## config.mk

```make
export PLATFORM = sky130hd
export DESIGN_NAME = acsc_regs
export DESIGN_NICKNAME = d
export VERILOG_FILES = /design/src/rtl/acsc_pkg.sv /design/src/rtl/acsc_regs.sv
export SDC_FILE = /design/constraint.sdc
export NUM_CORES = 1
export LEC_CHECK = 0
export BUFFER_PORTS_ARGS = -buffer_cell sky130_fd_sc_hd__buf_4
export CORE_ASPECT_RATIO = 1.25
export CORE_UTILIZATION = 55
export CTS_BUF_LIST = sky130_fd_sc_hd__clkbuf_4 sky130_fd_sc_hd__clkbuf_8
export CTS_CLUSTER_DIAMETER = 120
export CTS_CLUSTER_SIZE = 10
export DETAILED_ROUTE_END_ITERATION = 10
export GPL_ROUTABILITY_DRIVEN = 0
export MAX_ROUTING_LAYER = met4
export PLACE_DENSITY = 0.75
export SLEW_MARGIN = 20
export SYNTH_ARGS = -nofsm -noshare
export SYNTH_HDL_FRONTEND = slang
export SYNTH_SLANG_ARGS = --single-unit
export TNS_END_PERCENT = 50
```

## constraint.sdc

```tcl
create_clock -name clk_i -period 5.7 [get_ports clk_i]
set_clock_uncertainty 0.05 [all_clocks]
set_input_delay 0.57 -clock clk_i [delete_from_list [all_inputs] [get_ports clk_i]]
set_output_delay 0.57 -clock clk_i [all_outputs]
set_load 0.01 [all_outputs]
```

## src/rtl/acsc_pkg.sv

```systemverilog
// constants, types and field layout of the system control register pair
// Notes on behaviour
// - sleep rate field: 00 50 Hz, 01 12.5 Hz, 10 0.05 Hz, 11 1.56 Hz; default 00.
// - in auto-sleep the output rate and block rates follow the sleep rate field.
// - wake rate codes 000..111 give 800 Hz down to 1.56 Hz; default 000.
// - mode bit 0 is standby (default), 1 is active.
// - fast-read set makes address auto-increment skip low data bytes; default off.
// - self-test bit set shifts the axis outputs; default off.
// - writing 1 to software reset resets the device at once in any mode; the code ignores the write while booting.
// - software reset returns every register to its default.
// - software reset also resets the serial communication logic.
// - reset bit clears itself when boot ends and always reads as zero.
// - auto-sleep enable permits sleep; when clear only standby and wake exist.
// - wake and sleep power scheme fields pick one of four oversampling modes.
// - normal and low noise low power oversampling ratios follow the rate.
// - high resolution and low power oversampling ratios follow the rate.
// - with auto-sleep, sleep after inactivity period of 320 ms steps, 640 ms at 1.56 Hz.
// - only orientation and motion events restart the timer; they, or clearing auto-sleep enable, wake the device.
package acsc_pkg;
  ////////////////////////////////////////////////////////////////////////////
  // register map and fields
  localparam logic [7:0] ADDR_CTRL_ONE  = 8'h2A;
  localparam logic [7:0] ADDR_CTRL_TWO  = 8'h2B;
  localparam logic [7:0] CTRL_ONE_RESET = 8'h00;
  localparam logic [7:0] CTRL_TWO_RESET = 8'h00;
  localparam logic [7:0] CTRL_ONE_WMASK = 8'hFB;
  localparam logic [7:0] CTRL_TWO_WMASK = 8'hDF;
  localparam logic [7:0] CTRL_TWO_RMASK = 8'h9F;
  localparam int BIT_MODE      = 0;
  localparam int BIT_FAST_READ = 1;
  localparam int POS_WAKE_RATE = 3;
  localparam int POS_SLP_RATE  = 6;
  localparam int POS_WAKE_PS   = 0;
  localparam int BIT_SLP_EN    = 2;
  localparam int POS_SLP_PS    = 3;
  localparam int BIT_SW_RESET  = 6;
  localparam int BIT_SELF_TEST = 7;
  // low data byte addresses skipped by fast read
  localparam logic [7:0] ADDR_LSB_X = 8'h02;
  localparam logic [7:0] ADDR_LSB_Y = 8'h04;
  localparam logic [7:0] ADDR_LSB_Z = 8'h06;
  ////////////////////////////////////////////////////////////////////////////
  // timing
  localparam int CLK_PERIOD_NS  = 50;
  localparam int BASE_PERIOD_NS = 1250000;  // 800 Hz period
  localparam int BASE_CYCLES    = (BASE_PERIOD_NS + CLK_PERIOD_NS - 1) / CLK_PERIOD_NS;
  localparam int STEP_MS        = 320;
  localparam int STEP_SLOW_MS   = 640;
  localparam logic [9:0] STEP_TICKS      = 10'(STEP_MS * 1000000 / BASE_PERIOD_NS);
  localparam logic [9:0] STEP_SLOW_TICKS = 10'(STEP_SLOW_MS * 1000000 / BASE_PERIOD_NS);
  localparam logic [4:0] BOOT_CYCLES     = 5'h10;
  localparam logic [2:0] RATE_SLOWEST    = 3'h7;
  ////////////////////////////////////////////////////////////////////////////
  // types
  typedef enum logic [1:0] {
    ACSC_STANDBY = 2'b00,
    ACSC_WAKE    = 2'b01,
    ACSC_SLEEP   = 2'b10,
    ACSC_BOOT    = 2'b11
  } acsc_mode_t;

  typedef struct packed {
    logic       wr;
    logic       rd;
    logic [7:0] addr;
    logic [7:0] wdata;
  } acsc_req_t;

  typedef struct packed {
    logic [7:0]  ctrl_one;
    logic [7:0]  ctrl_two;
    acsc_mode_t  mode;
    logic [14:0] base_cnt;
    logic        base_tick;
    logic [13:0] rate_cnt;
    logic        sample_tick;
    logic [9:0]  step_tick;
    logic [7:0]  steps;
    logic [4:0]  boot_cnt;
    logic        serial_reset;
    logic        sleeping;
    logic [10:0] os_ratio;
    logic [1:0]  scheme;
    logic [7:0]  rdata;
    logic [7:0]  next_addr;
  } acsc_state_t;
endpackage

```

## src/rtl/acsc_regs.sv

```systemverilog
// system control register pair with rate, sleep and reset control
module acsc_regs
  import acsc_pkg::*;
#(
  parameter int BASE_TICK_CYCLES = BASE_CYCLES
) (
  // clock and reset
  input  wire logic        clk_i,
  input  wire logic        resetn_i,
  // register access from the serial front end
  input  wire acsc_req_t   req_i,
  input  wire logic [7:0]  inactivity_period_i,
  input  wire logic        activity_i,
  // register read side
  output logic [7:0]       rdata_o,
  output logic [7:0]       next_addr_o,
  output logic             serial_reset_o,
  // sensing control
  output logic             sample_tick_o,
  output logic             sleeping_o,
  output logic             booting_o,
  output logic [10:0]      os_ratio_o,
  output logic [1:0]       power_scheme_o,
  output logic             self_test_o,
  output logic             fast_read_o
);
  acsc_state_t s;
  acsc_state_t next_s;

  ////////////////////////////////////////////////////////////////////////////
  // decode helpers
  // rate index: 0 is 1.56 Hz row, 7 is 800 Hz row
  function automatic logic [2:0] wake_row(input logic [2:0] code);
    return 3'h7 - code;
  endfunction

  function automatic logic [2:0] sleep_row(input logic [1:0] code);
    case (code)
      2'b00:   return 3'h3;
      2'b01:   return 3'h2;
      default: return 3'h0;  // 0.05 Hz uses the slowest row
    endcase
  endfunction

  // period in 1.25 ms base ticks
  function automatic logic [13:0] period_ticks(input logic sleep, input logic [1:0] sc,
                                               input logic [2:0] dc);
    logic [13:0] t;
    t = 14'h0001;
    if (sleep) begin
      case (sc)
        2'b00:   t = 14'h0010;
        2'b01:   t = 14'h0040;
        2'b10:   t = 14'h3E80;
        default: t = 14'h0200;
      endcase
    end else begin
      case (dc)
        3'h5:    t = 14'h0040;
        3'h6:    t = 14'h0080;
        3'h7:    t = 14'h0200;
        default: t = 14'(14'h0001 << dc);
      endcase
    end
    return t;
  endfunction

  function automatic logic [10:0] os_ratio(input logic [1:0] ps, input logic [2:0] row);
    logic [10:0] r;
    r = 11'h002;
    case (ps)
      2'b00: begin
        case (row)
          3'h0:    r = 11'h080;
          3'h1:    r = 11'h020;
          3'h2:    r = 11'h010;
          3'h7:    r = 11'h002;
          default: r = 11'h004;
        endcase
      end
      2'b01: begin
        case (row)
          3'h0:    r = 11'h020;
          3'h1:    r = 11'h008;
          3'h7:    r = 11'h002;
          default: r = 11'h004;
        endcase
      end
      // high resolution, quartered between rows 0 and 1 and between rows 2 and 3, halved elsewhere
      2'b10: r = (row == 3'h0) ? 11'h400 : 11'((row < 3'h3 ? 11'h200 : 11'h100) >> row);
      default: begin
        case (row)
          3'h0:    r = 11'h010;
          3'h1:    r = 11'h004;
          default: r = 11'h002;
        endcase
      end
    endcase
    return r;
  endfunction

  function automatic logic is_low_byte(input logic [7:0] a);
    return (a == ADDR_LSB_X) || (a == ADDR_LSB_Y) || (a == ADDR_LSB_Z);
  endfunction

  ////////////////////////////////////////////////////////////////////////////
  // next state
  always_comb begin
    logic        in_sleep;
    logic        run;
    logic [13:0] per;
    logic [9:0]  step_len;
    logic [7:0]  inc;
    in_sleep = 1'b0;
    run      = 1'b0;
    per      = 14'h0001;
    step_len = STEP_TICKS;
    inc      = 8'h00;
    next_s   = s;
    next_s.sample_tick  = 1'b0;
    next_s.base_tick    = 1'b0;
    next_s.serial_reset = 1'b0;

    // sleep overrides the wake rate for every block
    in_sleep = (s.mode == ACSC_SLEEP);
    run      = (s.mode == ACSC_WAKE) || in_sleep;
    per      = period_ticks(in_sleep, s.ctrl_one[POS_SLP_RATE +: 2],
                            s.ctrl_one[POS_WAKE_RATE +: 3]);

    // base 1.25 ms enable, only while sampling
    if (run) begin
      if (s.base_cnt == 15'(BASE_TICK_CYCLES - 1)) begin
        next_s.base_cnt  = 15'h0000;
        next_s.base_tick = 1'b1;
      end else begin
        next_s.base_cnt = s.base_cnt + 15'h0001;
      end
    end else begin
      next_s.base_cnt = 15'h0000;
    end

    // sample enable at the selected rate
    if (run && s.base_tick) begin
      if (s.rate_cnt >= per - 14'h0001) begin
        next_s.rate_cnt    = 14'h0000;
        next_s.sample_tick = 1'b1;
      end else begin
        next_s.rate_cnt = s.rate_cnt + 14'h0001;
      end
    end

    // inactivity steps, longer when the wake rate is slowest
    if (s.ctrl_one[POS_WAKE_RATE +: 3] == RATE_SLOWEST) begin
      step_len = STEP_SLOW_TICKS;
    end
    if (s.mode == ACSC_WAKE && s.base_tick) begin
      if (s.step_tick == step_len - 10'h001) begin
        next_s.step_tick = 10'h000;
        if (s.steps != 8'hFF) begin
          next_s.steps = s.steps + 8'h01;
        end
      end else begin
        next_s.step_tick = s.step_tick + 10'h001;
      end
    end

    // mode sequencing
    case (s.mode)
      ACSC_STANDBY: begin
        if (s.ctrl_one[BIT_MODE]) begin
          next_s.mode = ACSC_WAKE;
        end
      end
      ACSC_WAKE: begin
        // sleep only when enabled and the period has run out
        if (s.ctrl_two[BIT_SLP_EN] && s.steps >= inactivity_period_i && !activity_i) begin
          next_s.mode     = ACSC_SLEEP;
          next_s.rate_cnt = 14'h0000;
        end
      end
      ACSC_SLEEP: begin
        // qualifying events, or clearing auto-sleep enable, wake the device
        if (activity_i || !s.ctrl_two[BIT_SLP_EN]) begin
          next_s.mode     = ACSC_WAKE;
          next_s.rate_cnt = 14'h0000;
        end
      end
      ACSC_BOOT: begin
        // reset bit drops when boot is done
        if (s.boot_cnt == BOOT_CYCLES - 5'h01) begin
          next_s.mode              = ACSC_STANDBY;
          next_s.ctrl_two[BIT_SW_RESET] = 1'b0;
        end else begin
          next_s.boot_cnt     = s.boot_cnt + 5'h01;
          next_s.serial_reset = 1'b1;
        end
      end
      default: next_s.mode = ACSC_STANDBY;
    endcase

    // qualifying activity restarts the inactivity timer
    if (activity_i || s.mode != ACSC_WAKE || next_s.mode != ACSC_WAKE) begin
      next_s.step_tick = 10'h000;
      next_s.steps     = 8'h00;
    end
    if (s.mode != ACSC_BOOT && !s.ctrl_one[BIT_MODE]) begin
      next_s.mode     = ACSC_STANDBY;
      next_s.rate_cnt = 14'h0000;
    end

    // register writes are ignored while booting
    if (req_i.wr && s.mode != ACSC_BOOT) begin
      // other fields assumed changed only in standby
      if (req_i.addr == ADDR_CTRL_ONE) begin
        next_s.ctrl_one = req_i.wdata & CTRL_ONE_WMASK;
      end
      if (req_i.addr == ADDR_CTRL_TWO) begin
        next_s.ctrl_two = req_i.wdata & CTRL_TWO_WMASK;
        // software reset wins in every mode except boot, where the write is ignored
        if (req_i.wdata[BIT_SW_RESET]) begin
          next_s          = '0;
          next_s.ctrl_one = CTRL_ONE_RESET;
          next_s.ctrl_two = CTRL_TWO_RESET | 8'(1 << BIT_SW_RESET);
          next_s.mode     = ACSC_BOOT;
          next_s.serial_reset = 1'b1;
        end
      end
    end

    // register reads, and address auto-increment
    if (req_i.rd) begin
      case (req_i.addr)
        ADDR_CTRL_ONE: next_s.rdata = s.ctrl_one;
        ADDR_CTRL_TWO: next_s.rdata = s.ctrl_two & CTRL_TWO_RMASK;
        default:       next_s.rdata = 8'h00;
      endcase
    end
    if (req_i.rd || req_i.wr) begin
      inc = req_i.addr + 8'h01;
      // fast read jumps over the low data bytes
      if (s.ctrl_one[BIT_FAST_READ] && is_low_byte(inc)) begin
        inc = inc + 8'h01;
      end
      next_s.next_addr = inc;
    end
    if (next_s.mode == ACSC_BOOT) begin
      next_s.next_addr = 8'h00;
    end

    // scheme follows the mode in use
    next_s.sleeping = (next_s.mode == ACSC_SLEEP);
    next_s.scheme   = next_s.sleeping ? next_s.ctrl_two[POS_SLP_PS +: 2]
                                      : next_s.ctrl_two[POS_WAKE_PS +: 2];
    next_s.os_ratio = os_ratio(next_s.scheme, next_s.sleeping
                               ? sleep_row(next_s.ctrl_one[POS_SLP_RATE +: 2])
                               : wake_row(next_s.ctrl_one[POS_WAKE_RATE +: 3]));
  end

  ////////////////////////////////////////////////////////////////////////////
  // state register
  always_ff @(posedge clk_i or negedge resetn_i) begin
    if (!resetn_i) begin
      s <= '0;
    end else begin
      s <= next_s;
    end
  end

  // outputs straight from the state flops
  assign rdata_o        = s.rdata;
  assign next_addr_o    = s.next_addr;
  assign serial_reset_o = s.serial_reset;
  assign sample_tick_o  = s.sample_tick;
  assign sleeping_o     = s.sleeping;
  assign booting_o      = (s.ctrl_two[BIT_SW_RESET]);
  assign os_ratio_o     = s.os_ratio;
  assign power_scheme_o = s.scheme;
  // self-test drive to the sensing path
  assign self_test_o    = s.ctrl_two[BIT_SELF_TEST];
  assign fast_read_o    = s.ctrl_one[BIT_FAST_READ];
endmodule

```

==> flow_metrics.py, run 1 <==
metrics = {
    "grt": {
        "grt_pass1_vias": 4982,
        "grt_pass1_wl_um": 23900,
        "grt_start_max_net_pins": 59,
        "antenna_found_initial": 0,
        "overflow": 0,
        "gr-usage-all-layers": 0.260,
    },
    "final_layout": {
        "nets": 767,
        "drive_gt1_frac": 0.143,
        "num_antenna_cells": 0,
        "area_delta_synth_final_pct": 9.16,
        "utilization": 0.616,
        "nFillCells": 942,
        "ff_latch_area_um2": 2530,
        "final_area_um2": 6830,
        "multi_input_area_um2": 3290,
    },
    "worst_setup_path": {
        "cp_max_fo": 15,
        "cp-start-kind": "flip-flop",
        "crit_type": "reg2reg",
        "critPathArrivalTime_ns": 4.66,
        "reg2reg_to": "s[57]",
        "timing.rr.start": "s[85]",
        "r2r_slack_ns": 1.22,
        "r2r_cells": 16,
        "cp_data_required_time_ns": 5.89,
        "crit_path_end_kind": "flip-flop",
        "worstSetupEndpoint": "s[57]",
        "crit_path_start": "s[85]",
    },
    "synthesis": {
        "synthTopCellsByArea": "dfrtp_1 (40%), ha_1 (7.6%), xor2_1 (4.5%)",
        "yosys_warnings": 0,
        "synth_fa_ha_area_frac": 0.0760,
        "synth_edf_count": 0,
        "synth_top_family_by_area": "simple AND/OR/NAND/NOR gates",
        "synth_compound_area_frac": 0.114,
        "synthDistinctLibCells": 65,
        "postSynth.asyncResetShare": 1.00,
        "synthCells": 674,
        "yosys.area_share.simple": 0.232,
        "ys_ff_latch": 101,
        "muxShareOfSynthArea": 0.0318,
        "synth_top_area_frac": 0.404,
        "synth_xor_area_frac": 0.0714,
        "synth_area_leader_cell": "dfrtp_1",
        "syn-cell-area_um2": 6260,
        "avgSynthCellArea_um2": 9.28,
        "synth_flop_cell": "dfrtp_1",
        "yosysSeqAreaShare": 0.404,
    },
    "worst_hold_path": {
        "hold_path.class": "in2async",
    },
    "power": {
        "powerDensity_nw_per_um2": 209,
        "clockPowerShare": 0.362,
        "power.total_w": 0.00143,
        "p_sw_w": 0.000371,
        "seqPwrFrac": 0.521,
        "swShare": 0.260,
        "p_leak_nw": 3.20,
        "internal_power_w": 0.00106,
        "peakVddDrop_mv": 0.153,
        "power_frac_comb": 0.117,
    },
    "timing": {
        "slew_viol_final": 0,
        "min_period_ns": 4.48,
        "max_freq_ghz": 0.223,
        "finalCritPeriodShare": 0.785,
        "finalSetupViolations": 0,
        "rsz0062_at_grt": "false",
        "holdWs_ns": 0.132,
        "max_slew.worst_pin.slew_ns": 0.779,
        "maxSlewHeadroom": 0.476,
        "tns_ns": 0,
        "hold_viol_final": 0,
    },
    "cts": {
        "ctsHoldBuffers": 0,
        "cts_buffer_depth": 2,
        "cts.sinks": 101,
        "cts_setup_buffers": 0,
        "cts_buffers": 9,
        "cts_htree_levels": 3,
        "cts_root_buf": "clkbuf_8",
        "cts_resized": 0,
        "cts_tree": "done",
        "insertion_delay_ns": 0.37,
        "path_clk_slew_ns": 0.10,
    },
    "route": {
        "dr_wl_met2_um": 7170,
        "routed.top_layer": "met4",
        "wl_per_cell_um": 16.8,
        "drt_iter0_drc": 291,
        "antenna_left": 0,
        "dr_wl_met3_um": 542,
        "via_per_inst": 5.91,
        "drt-total-wl_um": 14100,
        "drt-met1-wl_um": 6040,
        "via_count": 4964,
        "firstDrtPassIters": 4,
        "drc": 0,
    },
    "run_status": {
        "outcome": "finished clean",
    },
    "die": {
        "start_util": 0.564,
        "io_pins": 64,
        "die_h_um": 121,
        "num_rows": 43,
        "chipWidth_um": 97.4,
        "dieArea_um2": 11800,
        "core-area_um2": 11100,
    },
    "job": {
        "maxCapViolations": 0,
    },
    "place": {
        "dp_hpwl_um": 10700,
        "placed_area_um2": 6600,
        "numPortBuffers": 62,
    },
}
[logic make-up after synthesis]
family	after synthesis
buffers and inverters	84
AOI/OAI and AO/OA	98
xor gates and xnor gates	51
other	1
and+or+nand+nor	283
adders and majority gates	38
DFF	101
muxes	18
[metrics by stage]
stage                     cells  setup slack, ns
after global routing        840            0.923
after global placement      824             1.48
after CTS                   840             1.28
final                       840             1.22
after floorplan             675             1.53
after detailed placement    824             1.32
[how the worst min path moves through the flow]
stage,start,to,slack (ns),depth (start not counted)
after global placement,s[70],s[70],0.39,1
after global routing,resetn_i,rdata_o[6],0.17,1
after CTS,resetn_i,s[46],0.15,1
final,resetn_i,s[47],0.13,1
after detailed placement,s[70],s[70],0.40,1
after floorplan,resetn_i,booting_o,0.22,0
[layout by cell type (no fill, tap or decap), drive strengths merged, types with 4 or more instances in the layout]
cell	count
dfrtp	101
nor2	69
buf	65
nand2	56
ha	38
nand3	38
inv	37
xor2	32
nor3	29
and3	21
xnor2	19
a21oi	17
o21ai	17
mux2i	16
nand4	15
a22oi	10
clkbuf	9
a211oi	9
a21o	8
nand3b	8
nor2b	7
nand2b	6
and2	6
a31oi	5
a22o	5
nor4	5
o31a	4
nor3b	4
[flip-flops by register name, indices dropped and copies added, names as in the netlist]
register,flops
next_addr_o,8
serial_reset_o,1
power_scheme_o,2
self_test_o,1
s,67
sleeping_o,1
os_ratio_o,10
rdata_o,8
sample_tick_o,1
booting_o,1
fast_read_o,1
[cell type report]
cell class | count | area share
clock buffer | 9 | 0.0181
clock inverter | 7 | 0.0150
inverter | 33 | 0.0185
multi-input combinational | 490 | 0.482
sequential | 101 | 0.370
tap | 135 | 0.0247
timing repair buffer | 65 | 0.0715
[power by group through the flow]
stage | registers (W) | clock network, W | logic, W
6_report | 0.000743 | 0.000516 | 0.000167
5_1_grt | 0.000745 | 0.000557 | 0.000186
4_1_cts | 0.000743 | 0.000527 | 0.000169
3_5_place_dp | 0.000757 | 0 | 0.000168
3_3_place_gp | 0.000757 | 0 | 0.000162
2_1_floorplan | 0.000751 | 0 | 0.000110
[critical path, cell delays in order, from the launching register on]
cell       delay [ns]
dfrtp_1          0.43
inv_1            0.12
ha_1             0.38
or4_1            0.61
ha_1             0.25
nand2_1          0.19
nor2_1           0.07
a2111oi_0        0.43
a311oi_1         0.13
ha_1             0.34
nand4_1          0.08
or4_1            0.49
a21o_1           0.18
o31a_1           0.11
a31oi_1          0.14
buf_4            0.24
nor3_1           0.09
[Yosys cell counts, types with 6 or more instances]
cell type and number:
dfrtp_1 101, nor2_1 69, nand2_1 56, ha_1 38
nand3_1 36, xor2_1 32, buf_4 31, inv_1 29
nor3_1 29, and3_1 21, xnor2_1 19, a21oi_1 17
o21ai_0 16, clkbuf_1 15, nand4_1 15, mux2i_1 14
a211oi_1 8, a21o_1 8, nand3b_1 8, a22oi_1 7
nor2b_1 7, and2_1 6, nand2b_1 6
[per-layer routing]
| layer | GRT usage | vias up |
|---|---|---|
| li1 | - | 2402 |
| met3 | 0.0438 | 35 |
| met5 | - | - |
| met2 | 0.436 | 126 |
| met1 | 0.314 | 2401 |
| met4 | 0.0993 | 0 |
Power figures use the tool's default switching activity.
==> inputs of run 2 (changes only) <==
==> constraint.sdc (replaced) <==
create_clock -name clk_i -period 4.3 [get_ports clk_i]
set_clock_uncertainty 0.05 [all_clocks]
set_input_delay 0.43 -clock clk_i [delete_from_list [all_inputs] [get_ports clk_i]]
set_output_delay 0.43 -clock clk_i [all_outputs]
set_load 0.01 [all_outputs]
==> run 2 against run 1 <==
Cell area is 0.49% higher; sequential share of layout area is 0.18 points lower; critical path depth stayed put; clock power is 30% higher; register-to-register slack worse by 1.0 ns; global-route usage is 0.44 points lower; non-clock buffer count is 5 higher; die area stayed put; clock-buffer cell count stayed put; utilization is 0.30 points higher; first-iteration DRC count is 49% higher; sequential power is 33% higher; largest cell class unchanged; highest routed layer unchanged.
==> flow_metrics.py, run 2 (synthesized netlist as in run 1, its figures left out) <==
metrics = {
    "route": {
        "routed.top_layer": "met4",
        "drc": 0,
        "antenna_left": 0,
        "wl_per_cell_um": 16.4,
        "dr_wl_met2_um": 7080,
        "dr_wl_met3_um": 681,
        "drt-met1-wl_um": 5710,
        "drt_iter0_drc": 435,
        "via_per_inst": 5.91,
        "firstDrtPassIters": 6,
        "drt-total-wl_um": 13900,
        "via_count": 4998,
    },
    "die": {
        "io_pins": 64,
        "chipWidth_um": 97.4,
        "start_util": 0.564,
        "dieArea_um2": 11800,
        "die_h_um": 121,
        "core-area_um2": 11100,
        "num_rows": 43,
    },
    "worst_setup_path": {
        "crit_type": "reg2reg",
        "cp_max_fo": 10,
        "cp_data_required_time_ns": 4.50,
        "r2r_cells": 16,
        "cp-start-kind": "flip-flop",
        "critPathArrivalTime_ns": 4.32,
        "crit_path_end_kind": "flip-flop",
    },
    "power": {
        "p_leak_nw": 3.22,
        "powerDensity_nw_per_um2": 274,
        "peakVddDrop_mv": 0.141,
    },
    "final_layout": {
        "multi_input_area_um2": 3290,
        "area_delta_synth_final_pct": 9.70,
        "stdcell_count": 845,
        "ff_latch_area_um2": 2530,
        "num_antenna_cells": 0,
        "largest_reg_flops": 67,
        "drive_gt1_frac": 0.149,
        "layout_common_cells": "dfrtp_1 (101), buf_4 (70), nor2_1 (69)",
        "top_register": "s",
        "final_common_cell": "dfrtp_1",
        "nFillCells": 907,
        "nets": 772,
    },
    "cts": {
        "ctsHoldBuffers": 0,
        "path_clk_slew_ns": 0.10,
        "cts_htree_levels": 3,
        "cts_resized": 0,
        "cts_setup_buffers": 0,
        "cts_buffers": 9,
        "cts_buffer_depth": 2,
        "insertion_delay_ns": 0.39,
        "cts_tree": "done",
        "cts.sinks": 101,
        "cts_root_buf": "clkbuf_8",
    },
    "grt": {
        "grt_pass1_vias": 4925,
        "grt_pass1_wl_um": 23500,
        "grt_start_max_net_pins": 65,
        "gr-usage-all-layers": 0.255,
        "overflow": 0,
        "antenna_found_initial": 0,
    },
    "place": {
        "dp_hpwl_um": 10400,
        "numPortBuffers": 62,
        "dp_cells": 829,
    },
    "timing": {
        "finalCritPeriodShare": 0.956,
        "max_slew.worst_pin.slew_ns": 0.821,
        "finalSetupViolations": 0,
        "tns_ns": 0,
        "maxSlewHeadroom": 0.452,
        "max_freq_ghz": 0.243,
        "rsz0062_at_grt": "false",
        "hold_viol_final": 0,
        "min_period_ns": 4.11,
        "slew_viol_final": 0,
    },
    "run_status": {
        "outcome": "finished clean",
    },
    "job": {
        "maxCapViolations": 0,
    },
    "worst_hold_path": {
        "hold_path.class": "in2async",
    },
}
-- run 2: cell count changes in the layout (fill, tap and decap cells not counted) --
| cell | before | now |
|---|---|---|
| inv_6 | 4 | 1 |
| clkinv_2 | 0 | 1 |
| clkinv_4 | 0 | 2 |
| buf_4 | 65 | 70 |
-- run 2: cell type report --
type	count	area share
clock inverter	7	0.0144
inverter	33	0.0184
sequential	101	0.368
multi-input combinational	490	0.480
timing repair buffer	70	0.0766
tap	135	0.0246
clock buffer	9	0.0180
-- run 2: worst max-delay path, cell delays in order (launching register included) --
cell	delay, ns
dfrtp_1	0.44
inv_1	0.12
ha_1	0.22
or4_1	0.56
ha_1	0.25
nand2_1	0.09
nor2_1	0.05
a2111oi_0	0.41
a311oi_1	0.10
ha_1	0.32
nand4_1	0.09
or4_1	0.51
a21o_1	0.18
o31a_1	0.10
a31oi_1	0.21
buf_4	0.22
nor3_1	0.07
-- run 2: stage by stage --
stage          hold WS, ns  area [um2]  total power (W)   util  setup slack [ns]
2_1_floorplan       0.0844        6260          0.00114      -             0.131
5_1_grt              0.156        6860          0.00196  0.619            0.0544
6_report            0.0771        6860          0.00188  0.619             0.187
3_5_place_dp         0.420        6640          0.00123  0.599             0.212
3_3_place_gp         0.398        6640          0.00122  0.599             0.382
4_1_cts              0.116        6860          0.00189  0.619             0.198
-- run 2: per-layer routing --
layer	GRT usage	vias up
li1	-	2409
met1	0.310	2413
met2	0.430	144
met3	0.0351	32
met4	0.105	0
met5	-	-
-- run 2: worst paths after layout --
check,start,endpoint,slack (ns)
worst max-delay path,s[85],s[61],0.19
worst min-delay path,resetn_i,os_ratio_o[9],0.08
worst max register to register,s[85],s[61],0.19
worst min register to register,s[70],s[70],0.43
max in group asynchronous,resetn_i,rdata_o[5],3.14
min in group clk_i,req_i[1],fast_read_o,0.23
-- run 2: power breakdown --
| group | internal (W) | switching (W) |
|---|---|---|
| combinational | 0.0000963 | 0.000127 |
| clock | 0.000330 | 0.000340 |
| sequential | 0.000968 | 0.0000174 |
